## src/rtl/pfs_map.svh

```systemverilog
// register map, field positions, reset values and constants of the port 1 / port 2 function select block
// Notes on behaviour
// - expanded mode: port1 pin4 is wait input when wait select bit set, else ddr
// - expanded mode: port1 pin3 is bus request input when bus release enabled
// - expanded mode: port1 pin2 drives bus acknowledge when bus release enabled
// - port1 pin7 carries timer output when any output select bit nonzero
// - port1 pin6: interrupt 1 and/or conversion trigger inputs, else general io
// - port1 pin6 as general io takes direction from its own ddr bit
// - port1 pin5 is interrupt 0 input when its enable is set
// - port2 is general io only in single-chip mode, else bus control outputs
// - expanded: port2 pins 0..4 output address, rw, data, read, write strobes
// - single-chip: port2 pin is output when ddr bit 1, input when 0
// - port2 direction register is write-only and reads as all ones
// - port2 register bits 7..5 ignore writes and read as one
// - reset and hardware standby load port2 direction with e0
// - software standby keeps port2 direction and output drive
// - expanded mode holds all port2 direction bits at one
// - port2 data read returns latch for outputs, pin level for inputs
// - port1 pin1 outputs e clock, pin0 system clock when ddr set
// - single-chip: port1 pins 2 and 3 ignore bus release enable
// - port1 interrupt input pins stay readable through port1 data register
`ifndef PFS_MAP_SVH
`define PFS_MAP_SVH
`define PFS_ADDR_W        16
`define PFS_P1_DDR_ADDR   16'hfe80
`define PFS_P2_DDR_ADDR   16'hfe81
`define PFS_P1_DATA_ADDR  16'hfe82
`define PFS_P2_DATA_ADDR  16'hfe83
`define PFS_CTRL_ADDR     16'hfe88
`define PFS_P1_DDR_RST    8'h03
`define PFS_P1_HSB        8'h00
`define PFS_P1_DATA_RST   8'h00
`define PFS_P2_DDR_RST    8'he0
`define PFS_P2_DATA_RST   8'he0
`define PFS_P2_RSVD       8'he0
`define PFS_CTRL_RST      8'h00
`define PFS_UNMAPPED      8'h00
`define PFS_CTL_WAIT_SEL  0
`define PFS_CTL_BUS_REL   1
`define PFS_CTL_INT0E     2
`define PFS_CTL_INT1E     3
`define PFS_CTL_TRIG_EN   4
`endif

```

## src/rtl/pfs_pkg.sv

```systemverilog
// types shared by the port function select block
package pfs_pkg;
    typedef enum logic [1:0] {
        PFS_IDLE,
        PFS_ACK
    } pfs_bus_state_t;
endpackage : pfs_pkg

```

## src/rtl/pfs_port2.sv

```systemverilog
// port 2 registers and pin muxing
`timescale 1ns/10ps
`include "pfs_map.svh"
module pfs_port2 (
    // clock and reset
    input  wire logic       clk,
    input  wire logic       resetn,
    // mode
    input  wire logic       expanded,
    input  wire logic       hw_standby,
    // register writes
    input  wire logic       ddr_wr,
    input  wire logic       data_wr,
    input  wire logic [7:0] wdata,
    // bus strobes, address strobe in bit0 .. write strobe in bit4
    input  wire logic [4:0] bus_ctl,
    // pins
    input  wire logic [4:0] pin_in,
    output logic      [4:0] pin_out_nxt,
    output logic      [4:0] pin_oe_nxt,
    // read value of data register
    output logic      [7:0] data_rd
);
    logic [4:0] ddr_r;
    logic [4:0] data_r;
    wire  [4:0] ddr_eff = expanded ? 5'h1f : ddr_r;

    always_ff @(posedge clk or negedge resetn) begin
        if (!resetn) begin
            ddr_r  <= 5'(`PFS_P2_DDR_RST);
            data_r <= 5'h00;
        end else begin
            if (hw_standby) begin
                ddr_r  <= 5'h00;
                data_r <= 5'h00;
            end else begin
                if (ddr_wr && !expanded)
                    ddr_r <= wdata[4:0];
                if (data_wr)
                    data_r <= wdata[4:0];
            end
        end
    end

    assign pin_oe_nxt  = ddr_eff;
    assign pin_out_nxt = expanded ? bus_ctl : data_r;
    assign data_rd = `PFS_P2_RSVD | {3'b000, (ddr_eff & data_r) | (~ddr_eff & pin_in)};
endmodule : pfs_port2

```

## src/rtl/pfs_top.sv

```systemverilog
// port 1 / port 2 pin function select with avalon-mm register slave
`timescale 1ns/10ps
`include "pfs_map.svh"
module pfs_top
    import pfs_pkg::*;
(
    // clock and reset
    input  wire logic        clk,
    input  wire logic        resetn,
    // avalon-mm slave
    input  wire logic [15:0] avs_address,
    input  wire logic        avs_read,
    input  wire logic        avs_write,
    input  wire logic [7:0]  avs_writedata,
    output logic      [7:0]  avs_readdata,
    output logic             avs_waitrequest,
    // chip mode and standby
    input  wire logic        expanded,
    input  wire logic        hw_standby,
    // peripheral selects from other blocks
    input  wire logic [3:0]  timer_output_select,
    input  wire logic        timer_compare_out,
    input  wire logic        e_clock,
    input  wire logic        sys_clock,
    input  wire logic        bus_ack_out,
    input  wire logic [4:0]  bus_ctl,
    // port 1 pins
    input  wire logic [7:0]  p1_in,
    output logic      [7:0]  p1_out,
    output logic      [7:0]  p1_oe,
    // port 2 pins
    input  wire logic [4:0]  p2_in,
    output logic      [4:0]  p2_out,
    output logic      [4:0]  p2_oe,
    // peripheral inputs taken from pins
    output logic             wait_in,
    output logic             bus_request_in,
    output logic             ext_int0_in,
    output logic             ext_int1_in,
    output logic             conversion_trigger_in,
    // control bits for observation
    output logic             bus_release_enable
);
    pfs_bus_state_t state_r;
    logic [7:0] p1_ddr_r;
    logic [7:0] p1_data_r;
    logic [4:0] ctrl_r;
    logic [7:0] p1_out_nxt;
    logic [7:0] p1_oe_nxt;
    logic [4:0] p2_out_nxt;
    logic [4:0] p2_oe_nxt;
    logic [7:0] p2_data_rd;

    wire req       = (avs_read || avs_write) && state_r == PFS_IDLE;
    wire hit_p1ddr = avs_address == `PFS_P1_DDR_ADDR;
    wire hit_port2_direction = avs_address == `PFS_P2_DDR_ADDR;
    wire hit_p1dat = avs_address == `PFS_P1_DATA_ADDR;
    wire hit_p2dat = avs_address == `PFS_P2_DATA_ADDR;
    wire hit_ctrl  = avs_address == `PFS_CTRL_ADDR;
    wire wr        = req && avs_write;

    wire wait_select_hi_bit = ctrl_r[`PFS_CTL_WAIT_SEL];
    wire bus_rel_on         = ctrl_r[`PFS_CTL_BUS_REL] && expanded;
    wire int0e              = ctrl_r[`PFS_CTL_INT0E];
    wire int1e              = ctrl_r[`PFS_CTL_INT1E];
    wire ext_trigger_enable = ctrl_r[`PFS_CTL_TRIG_EN];
    wire timer_out_on       = |timer_output_select;
    wire wait_sel           = wait_select_hi_bit && expanded;

    // per-pin oe: peripheral input functions disable the driver
    assign p1_oe_nxt[0] = p1_ddr_r[0];
    assign p1_oe_nxt[1] = p1_ddr_r[1];
    assign p1_oe_nxt[2] = bus_rel_on | p1_ddr_r[2];
    assign p1_oe_nxt[3] = !bus_rel_on && p1_ddr_r[3];
    assign p1_oe_nxt[4] = !wait_sel && p1_ddr_r[4];
    assign p1_oe_nxt[5] = !int0e && p1_ddr_r[5];
    assign p1_oe_nxt[6] = !int1e && !ext_trigger_enable && p1_ddr_r[6];
    assign p1_oe_nxt[7] = timer_out_on | p1_ddr_r[7];
    assign p1_out_nxt = {timer_out_on ? timer_compare_out : p1_data_r[7],
                         p1_data_r[6:3],
                         bus_rel_on ? bus_ack_out : p1_data_r[2],
                         e_clock, sys_clock};

    // read value: driven output value (latch, or clock, bus acknowledge or timer output) for driven pins, live pin otherwise
    wire [7:0] p1_rd = (p1_oe_nxt & p1_out_nxt) | (~p1_oe_nxt & p1_in);
    wire [7:0] ctrl_rd = {3'b000, ctrl_r};
    wire [7:0] rd_mux = (hit_p1ddr || hit_port2_direction) ? 8'hff :
                        hit_p1dat ? p1_rd :
                        hit_p2dat ? p2_data_rd :
                        hit_ctrl  ? ctrl_rd : `PFS_UNMAPPED;

    pfs_port2 u_port2 (
        .clk         (clk),
        .resetn      (resetn),
        .expanded    (expanded),
        .hw_standby  (hw_standby),
        .ddr_wr      (wr && hit_port2_direction),
        .data_wr     (wr && hit_p2dat),
        .wdata       (avs_writedata),
        .bus_ctl     (bus_ctl),
        .pin_in      (p2_in),
        .pin_out_nxt (p2_out_nxt),
        .pin_oe_nxt  (p2_oe_nxt),
        .data_rd     (p2_data_rd)
    );

    // one wait cycle per access; answer in the second cycle
    always_ff @(posedge clk or negedge resetn) begin
        if (!resetn) begin
            state_r         <= PFS_IDLE;
            avs_waitrequest <= 1'b1;
            avs_readdata    <= 8'h00;
        end else begin
            case (state_r)
                PFS_IDLE: begin
                    if (avs_read || avs_write) begin
                        state_r         <= PFS_ACK;
                        avs_waitrequest <= 1'b0;
                        avs_readdata    <= avs_read ? rd_mux : 8'h00;
                    end
                end
                default: begin
                    state_r         <= PFS_IDLE;
                    avs_waitrequest <= 1'b1;
                end
            endcase
        end
    end

    always_ff @(posedge clk or negedge resetn) begin
        if (!resetn) begin
            p1_ddr_r  <= `PFS_P1_DDR_RST;
            p1_data_r <= `PFS_P1_DATA_RST;
            ctrl_r    <= 5'h00;
        end else if (hw_standby) begin
            p1_ddr_r  <= `PFS_P1_HSB;
            p1_data_r <= `PFS_P1_DATA_RST;
            ctrl_r    <= 5'h00;
        end else begin
            if (wr && hit_p1ddr)
                p1_ddr_r <= avs_writedata;
            if (wr && hit_p1dat)
                p1_data_r <= avs_writedata;
            if (wr && hit_ctrl)
                ctrl_r <= avs_writedata[4:0];
        end
    end

    // registered pin drivers and peripheral inputs
    always_ff @(posedge clk or negedge resetn) begin
        if (!resetn) begin
            p1_out                <= 8'h00;
            p1_oe                 <= `PFS_P1_DDR_RST;           // clock pins drive from reset
            p2_out                <= 5'h00;
            p2_oe                 <= 5'h00;
            wait_in               <= 1'b1;
            bus_request_in        <= 1'b1;
            ext_int0_in           <= 1'b1;
            ext_int1_in           <= 1'b1;
            conversion_trigger_in <= 1'b1;
            bus_release_enable    <= 1'b0;
        end else begin
            p1_out                <= p1_out_nxt;
            p1_oe                 <= p1_oe_nxt;
            p2_out                <= p2_out_nxt;
            p2_oe                 <= p2_oe_nxt;
            wait_in               <= wait_sel ? p1_in[4] : 1'b1;
            bus_request_in        <= bus_rel_on ? p1_in[3] : 1'b1;
            ext_int0_in           <= int0e ? p1_in[5] : 1'b1;
            ext_int1_in           <= int1e ? p1_in[6] : 1'b1;
            conversion_trigger_in <= ext_trigger_enable ? p1_in[6] : 1'b1;
            bus_release_enable    <= bus_rel_on;
        end
    end
endmodule : pfs_top

```

## config.mk

```make
export PLATFORM = sky130hd
export DESIGN_NAME = pfs_top
export DESIGN_NICKNAME = d
export VERILOG_FILES = /design/src/rtl/pfs_pkg.sv /design/src/rtl/pfs_port2.sv /design/src/rtl/pfs_top.sv
export VERILOG_INCLUDE_DIRS = /design/src /design/src/rtl
export SDC_FILE = /design/constraint.sdc
export NUM_CORES = 1
export LEC_CHECK = 0
export BUFFER_PORTS_ARGS = -buffer_cell sky130_fd_sc_hd__buf_2
export CAP_MARGIN = 20
export CORE_MARGIN = 3
export CORE_UTILIZATION = 40
export DETAILED_ROUTE_END_ITERATION = 7
export PLACE_DENSITY = 0.67
export SLEW_MARGIN = 20
export SYNTH_ARGS = -nofsm -noshare
export SYNTH_HDL_FRONTEND = slang
export SYNTH_HIERARCHICAL = 1
export SYNTH_SLANG_ARGS = --single-unit
```

## constraint.sdc

```tcl
create_clock -name clk -period 2 [get_ports clk]
set_input_delay 0.3 -clock clk [delete_from_list [all_inputs] [get_ports clk]]
set_output_delay 0.3 -clock clk [all_outputs]
set_load 0.03 [all_outputs]
```

==> run_results.csv <==
group,metric,value,unit
routing,dr.pass1.iters,4,
status,status,"complete, no violations",
layout,final_core_util,0.5257,
floorplanning,die-width,95.12,um
global_route,grtUsageTotal,0.1936,
power,vdd_drop_max,0.2905,mV
global_route,grt_pass1_vias,2594,
routing,via_count,2590,
routing,highest_layer,"met4",
clocking,clkTransAtPathRegs,0.07,ns
clocking,htreeDepth,3,
routing,ant_nets,0,
sta,fin_setup_tns,0,ns
worst_setup_path,worst_path_max_delay_cell,"dfrtp_1",
clocking,clockBufferDepth,2,
routing,drtIter0Drc,237,
worst_setup_path,critPathKind,"flip-flop to flip-flop",
worst_setup_path,critical-path-max-stage-delay,0.40,ns
power,p_int,0.002072,W
logic_synthesis,synth.largest_area_cell,"dfrtp_1",
sta,rsz0062_at_grt,"no",
worst_setup_path,crit_chain,"and4bb_2 > nand4_1 > nor3_1 > nor2b_2 > o21ai_0",
power,pwr-share-comb,0.104,
logic_synthesis,ys_ff_latch,71,
routing,drt-vias-per-instance,5.297,
routing,wl_met3,682,um
sta,fmax,584.3,MHz
sta,finalSetupViolCount,0,
routing,drcViolationCount,0,
clocking,cts_buffers,9,
worst_setup_path,cp_max_fo,5,
power,pwr-share-clk,0.362,
floorplanning,die-area,9047,um2
power,p_leak,1.882,nW
logic_synthesis,synth_area,3177,um2
global_route,grt-ovfl-total,0,
place,numPortBuffers,96,
place,placedCellCount,474,
worst_hold_path,hold_path.class,"input port to flip-flop",
power,p_switching,0.0006746,W
layout,fin_nets,443,
logic_synthesis,synth_top_cell_area_share,0.4805,
worst_setup_path,startpoint_type,"flip-flop",
floorplanning,start_util,0.4244,
sta,final.period_utilization,0.8557,
sta,relSlewSlack,0.6098,
layout,num-fill-cells,675,
floorplanning,die-height,95.12,um
sta,hold_viol_final,0,
logic_synthesis,synthDistinctLibCells,45,
logic_synthesis,syn_area_per_cell,11.15,um2
power,p_per_area,697.9,nW/um2
place,post-place-ws,0.1461,ns
layout,final_layout_size_suffix_gt1_frac,0.3949,
global_route,antenna_found_initial,0,
logic_synthesis,ys_seq_area_frac,0.5632,
sta,finalCriticalPeriod,1.711,ns
global_route,grt_pass1_wl,13.23,mm
job,max_cap_viol_count,0,
place,gp_congestion,0.8499,
logic_synthesis,yosys_warnings,6,
sta,slew_viol_final,0,
logic_synthesis,synth-edff-count,0,
floorplanning,core_area,7486,um2
layout,syn_to_final_growth,23.87,%
clocking,cts_tree,"done",
clocking,cts_resized,0,
sta,holdWs,0.08706,ns
sta,clock-skew-final,0.004737,ns
worst_setup_path,worst_ep_arrival_time,1.92,ns
logic_synthesis,syn_inst,285,
power,power_frac_seq,0.533,
routing,wl_met1,3.655,mm
routing,wl_met2,3.807,mm
routing,detail_route.wl_per_cell,16.96,um
power,p_sw_frac,0.2456,
clocking,clock-root-buffer,"clkbuf_8",
sta,setup_slack,0.2887,ns
clocking,clkSinkCount,71,
logic_synthesis,synth_area_leaders,"dfrtp_1 48%, dfstp_2 8.3%, o21ai_0 4.4%, a21oi_1 3.5%, nand4_1 3.2%",
layout,antenna_cells,0,
logic_synthesis,ys.flop_type,"dfrtp_1",
floorplanning,fp-row-count,31,
layout,instances_no_fill,489,
clocking,clock_latency,0.33,ns
logic_synthesis,asyncSetResetFlopFracSynth,1.000,
routing,wl,8.293,mm
sta,worst_slew_pin_slew,0.5854,ns
global_route,grt_max_degree,72,
worst_setup_path,setup.worst_path.end_class,"flip-flop",
place,hpwl,5.774,mm
worst_setup_path,cp.required,2.21,ns
floorplanning,ios,97,
layout by cell type (no fill, tap or decap), drive strengths merged, types with 2 or more instances in the layout:
master / count
nor3: 2
a21bo: 2
or2: 8
and2: 2
clkbuf: 13
buf: 106
nand2: 16
o211ai: 3
dfrtp: 61
nor2: 12
mux2i: 9
nand3: 10
and4bb: 2
nor2b: 5
a221oi: 3
a21oi: 22
and4: 4
o21a: 3
nand2b: 10
o21ai: 30
nand4: 16
dfstp: 10
inv: 7
a32oi: 3
nand4bb: 5
mux2: 13
conb: 3
power groups by stage:
stage          Combinational [W]  Clock (W)  Sequential, W
4_1_cts                 0.000288    0.00102        0.00146
5_1_grt                 0.000314    0.00109        0.00147
6_report                0.000286   0.000995        0.00146
2_1_floorplan           0.000101          0        0.00153
3_5_place_dp            0.000286          0        0.00149
3_3_place_gp            0.000283          0        0.00149
kinds of logic (layout without fill, tap and decap cells):
| family | Yosys count | count (layout) | synth area share |
|---|---|---|---|
| buffers and inverters | 25 | 128 | 0.04451 |
| AND/OR/NAND/NOR | 97 | 97 | 0.1855 |
| AO/OA/AOI/OAI | 69 | 69 | 0.1253 |
| flip-flops | 71 | 71 | 0.5632 |
| other | 1 | 3 | 0.001180 |
| multiplexers | 22 | 22 | 0.08035 |
metrics by stage:
stage | power [W] | instance area [um2]
detailed placement | 0.001777 | 3761
global placement | 0.001774 | 3761
CTS | 0.002778 | 3935
floorplan | 0.001630 | 3184
global route | 0.002870 | 3935
finish | 0.002746 | 3935
sequential cells by signal, indices dropped and copies added (netlist names), 6 cells and up:
name / cells
p1_out: 8
p1_ddr_r: 8
p1_data_r: 6
avs_readdata: 8
p1_oe: 8
cell usage after synthesis, types with 4 or more instances:
| cell type | instances |
|---|---|
| dfrtp_1 | 61 |
| o21ai_0 | 28 |
| a21oi_1 | 22 |
| nand2_1 | 16 |
| nand4_1 | 16 |
| nor2_1 | 11 |
| dfstp_2 | 10 |
| nand2b_1 | 10 |
| nand3_1 | 10 |
| mux2i_1 | 9 |
| buf_2 | 8 |
| mux2_2 | 8 |
| inv_1 | 7 |
| buf_4 | 5 |
| mux2_4 | 5 |
| nand4bb_1 | 5 |
| and4_1 | 4 |
| nor2b_1 | 4 |
| or2_4 | 4 |
critical path, delay by kind of cell (launching register included):
kind	cells	cell delay [ns]
AND/OR/NAND/NOR	4	1.08
flip-flops	1	0.40
AO/OA/AOI/OAI	1	0.12
final timing paths:
| check | startpoint | to | slack (ns) | cells past startpoint |
|---|---|---|---|---|
| max in group asynchronous | resetn | p1_oe[1]$_DFF_PN1_ | 1.16 | 3 |
| hold / removal | e_clock | p1_out[1]$_DFF_PN0_ | 0.09 | 1 |
| setup reg to reg | state_r[0]$_DFFE_PN0P_ | u_port2/ddr_r[3]$_DFFE_PN0P_ | 0.29 | 5 |
| min in group asynchronous | resetn | p2_out[3]$_DFF_PN0_ | 0.51 | 3 |
| hold reg to reg | p1_ddr_r[1]$_DFFE_PN1P_ | p1_oe[1]$_DFF_PN1_ | 0.39 | 0 |
| setup / recovery | state_r[0]$_DFFE_PN0P_ | u_port2/ddr_r[3]$_DFFE_PN0P_ | 0.29 | 5 |
metal layers:
metal | track usage | vias to the layer above
li1 | - | 1224
met1 | 0.2692 | 1234
met2 | 0.2886 | 117
met3 | 0.04499 | 15
met4 | 0.08413 | 0
met5 | 0 | -
cell type report:
type | instances | area, um2 | share of cell area
clock buffer | 13 | 158.9 | 0.04038
tap | 99 | 123.9 | 0.03148
sequential | 71 | 1789 | 0.4547
timing repair buffer | 107 | 578.1 | 0.1469
clock inverter | 1 | 5.005 | 0.001272
inverter | 7 | 26.28 | 0.006677
multi-input combinational | 191 | 1254 | 0.3186
timing repair:
| item | 4_1_cts | 5_1_grt |
|---|---|---|
| hold buffers | 1 | 0 |
| setup buffers | 0 | 0 |
| hold endpoints to repair | 61 | 0 |
(Power assumes the default switching activity.)
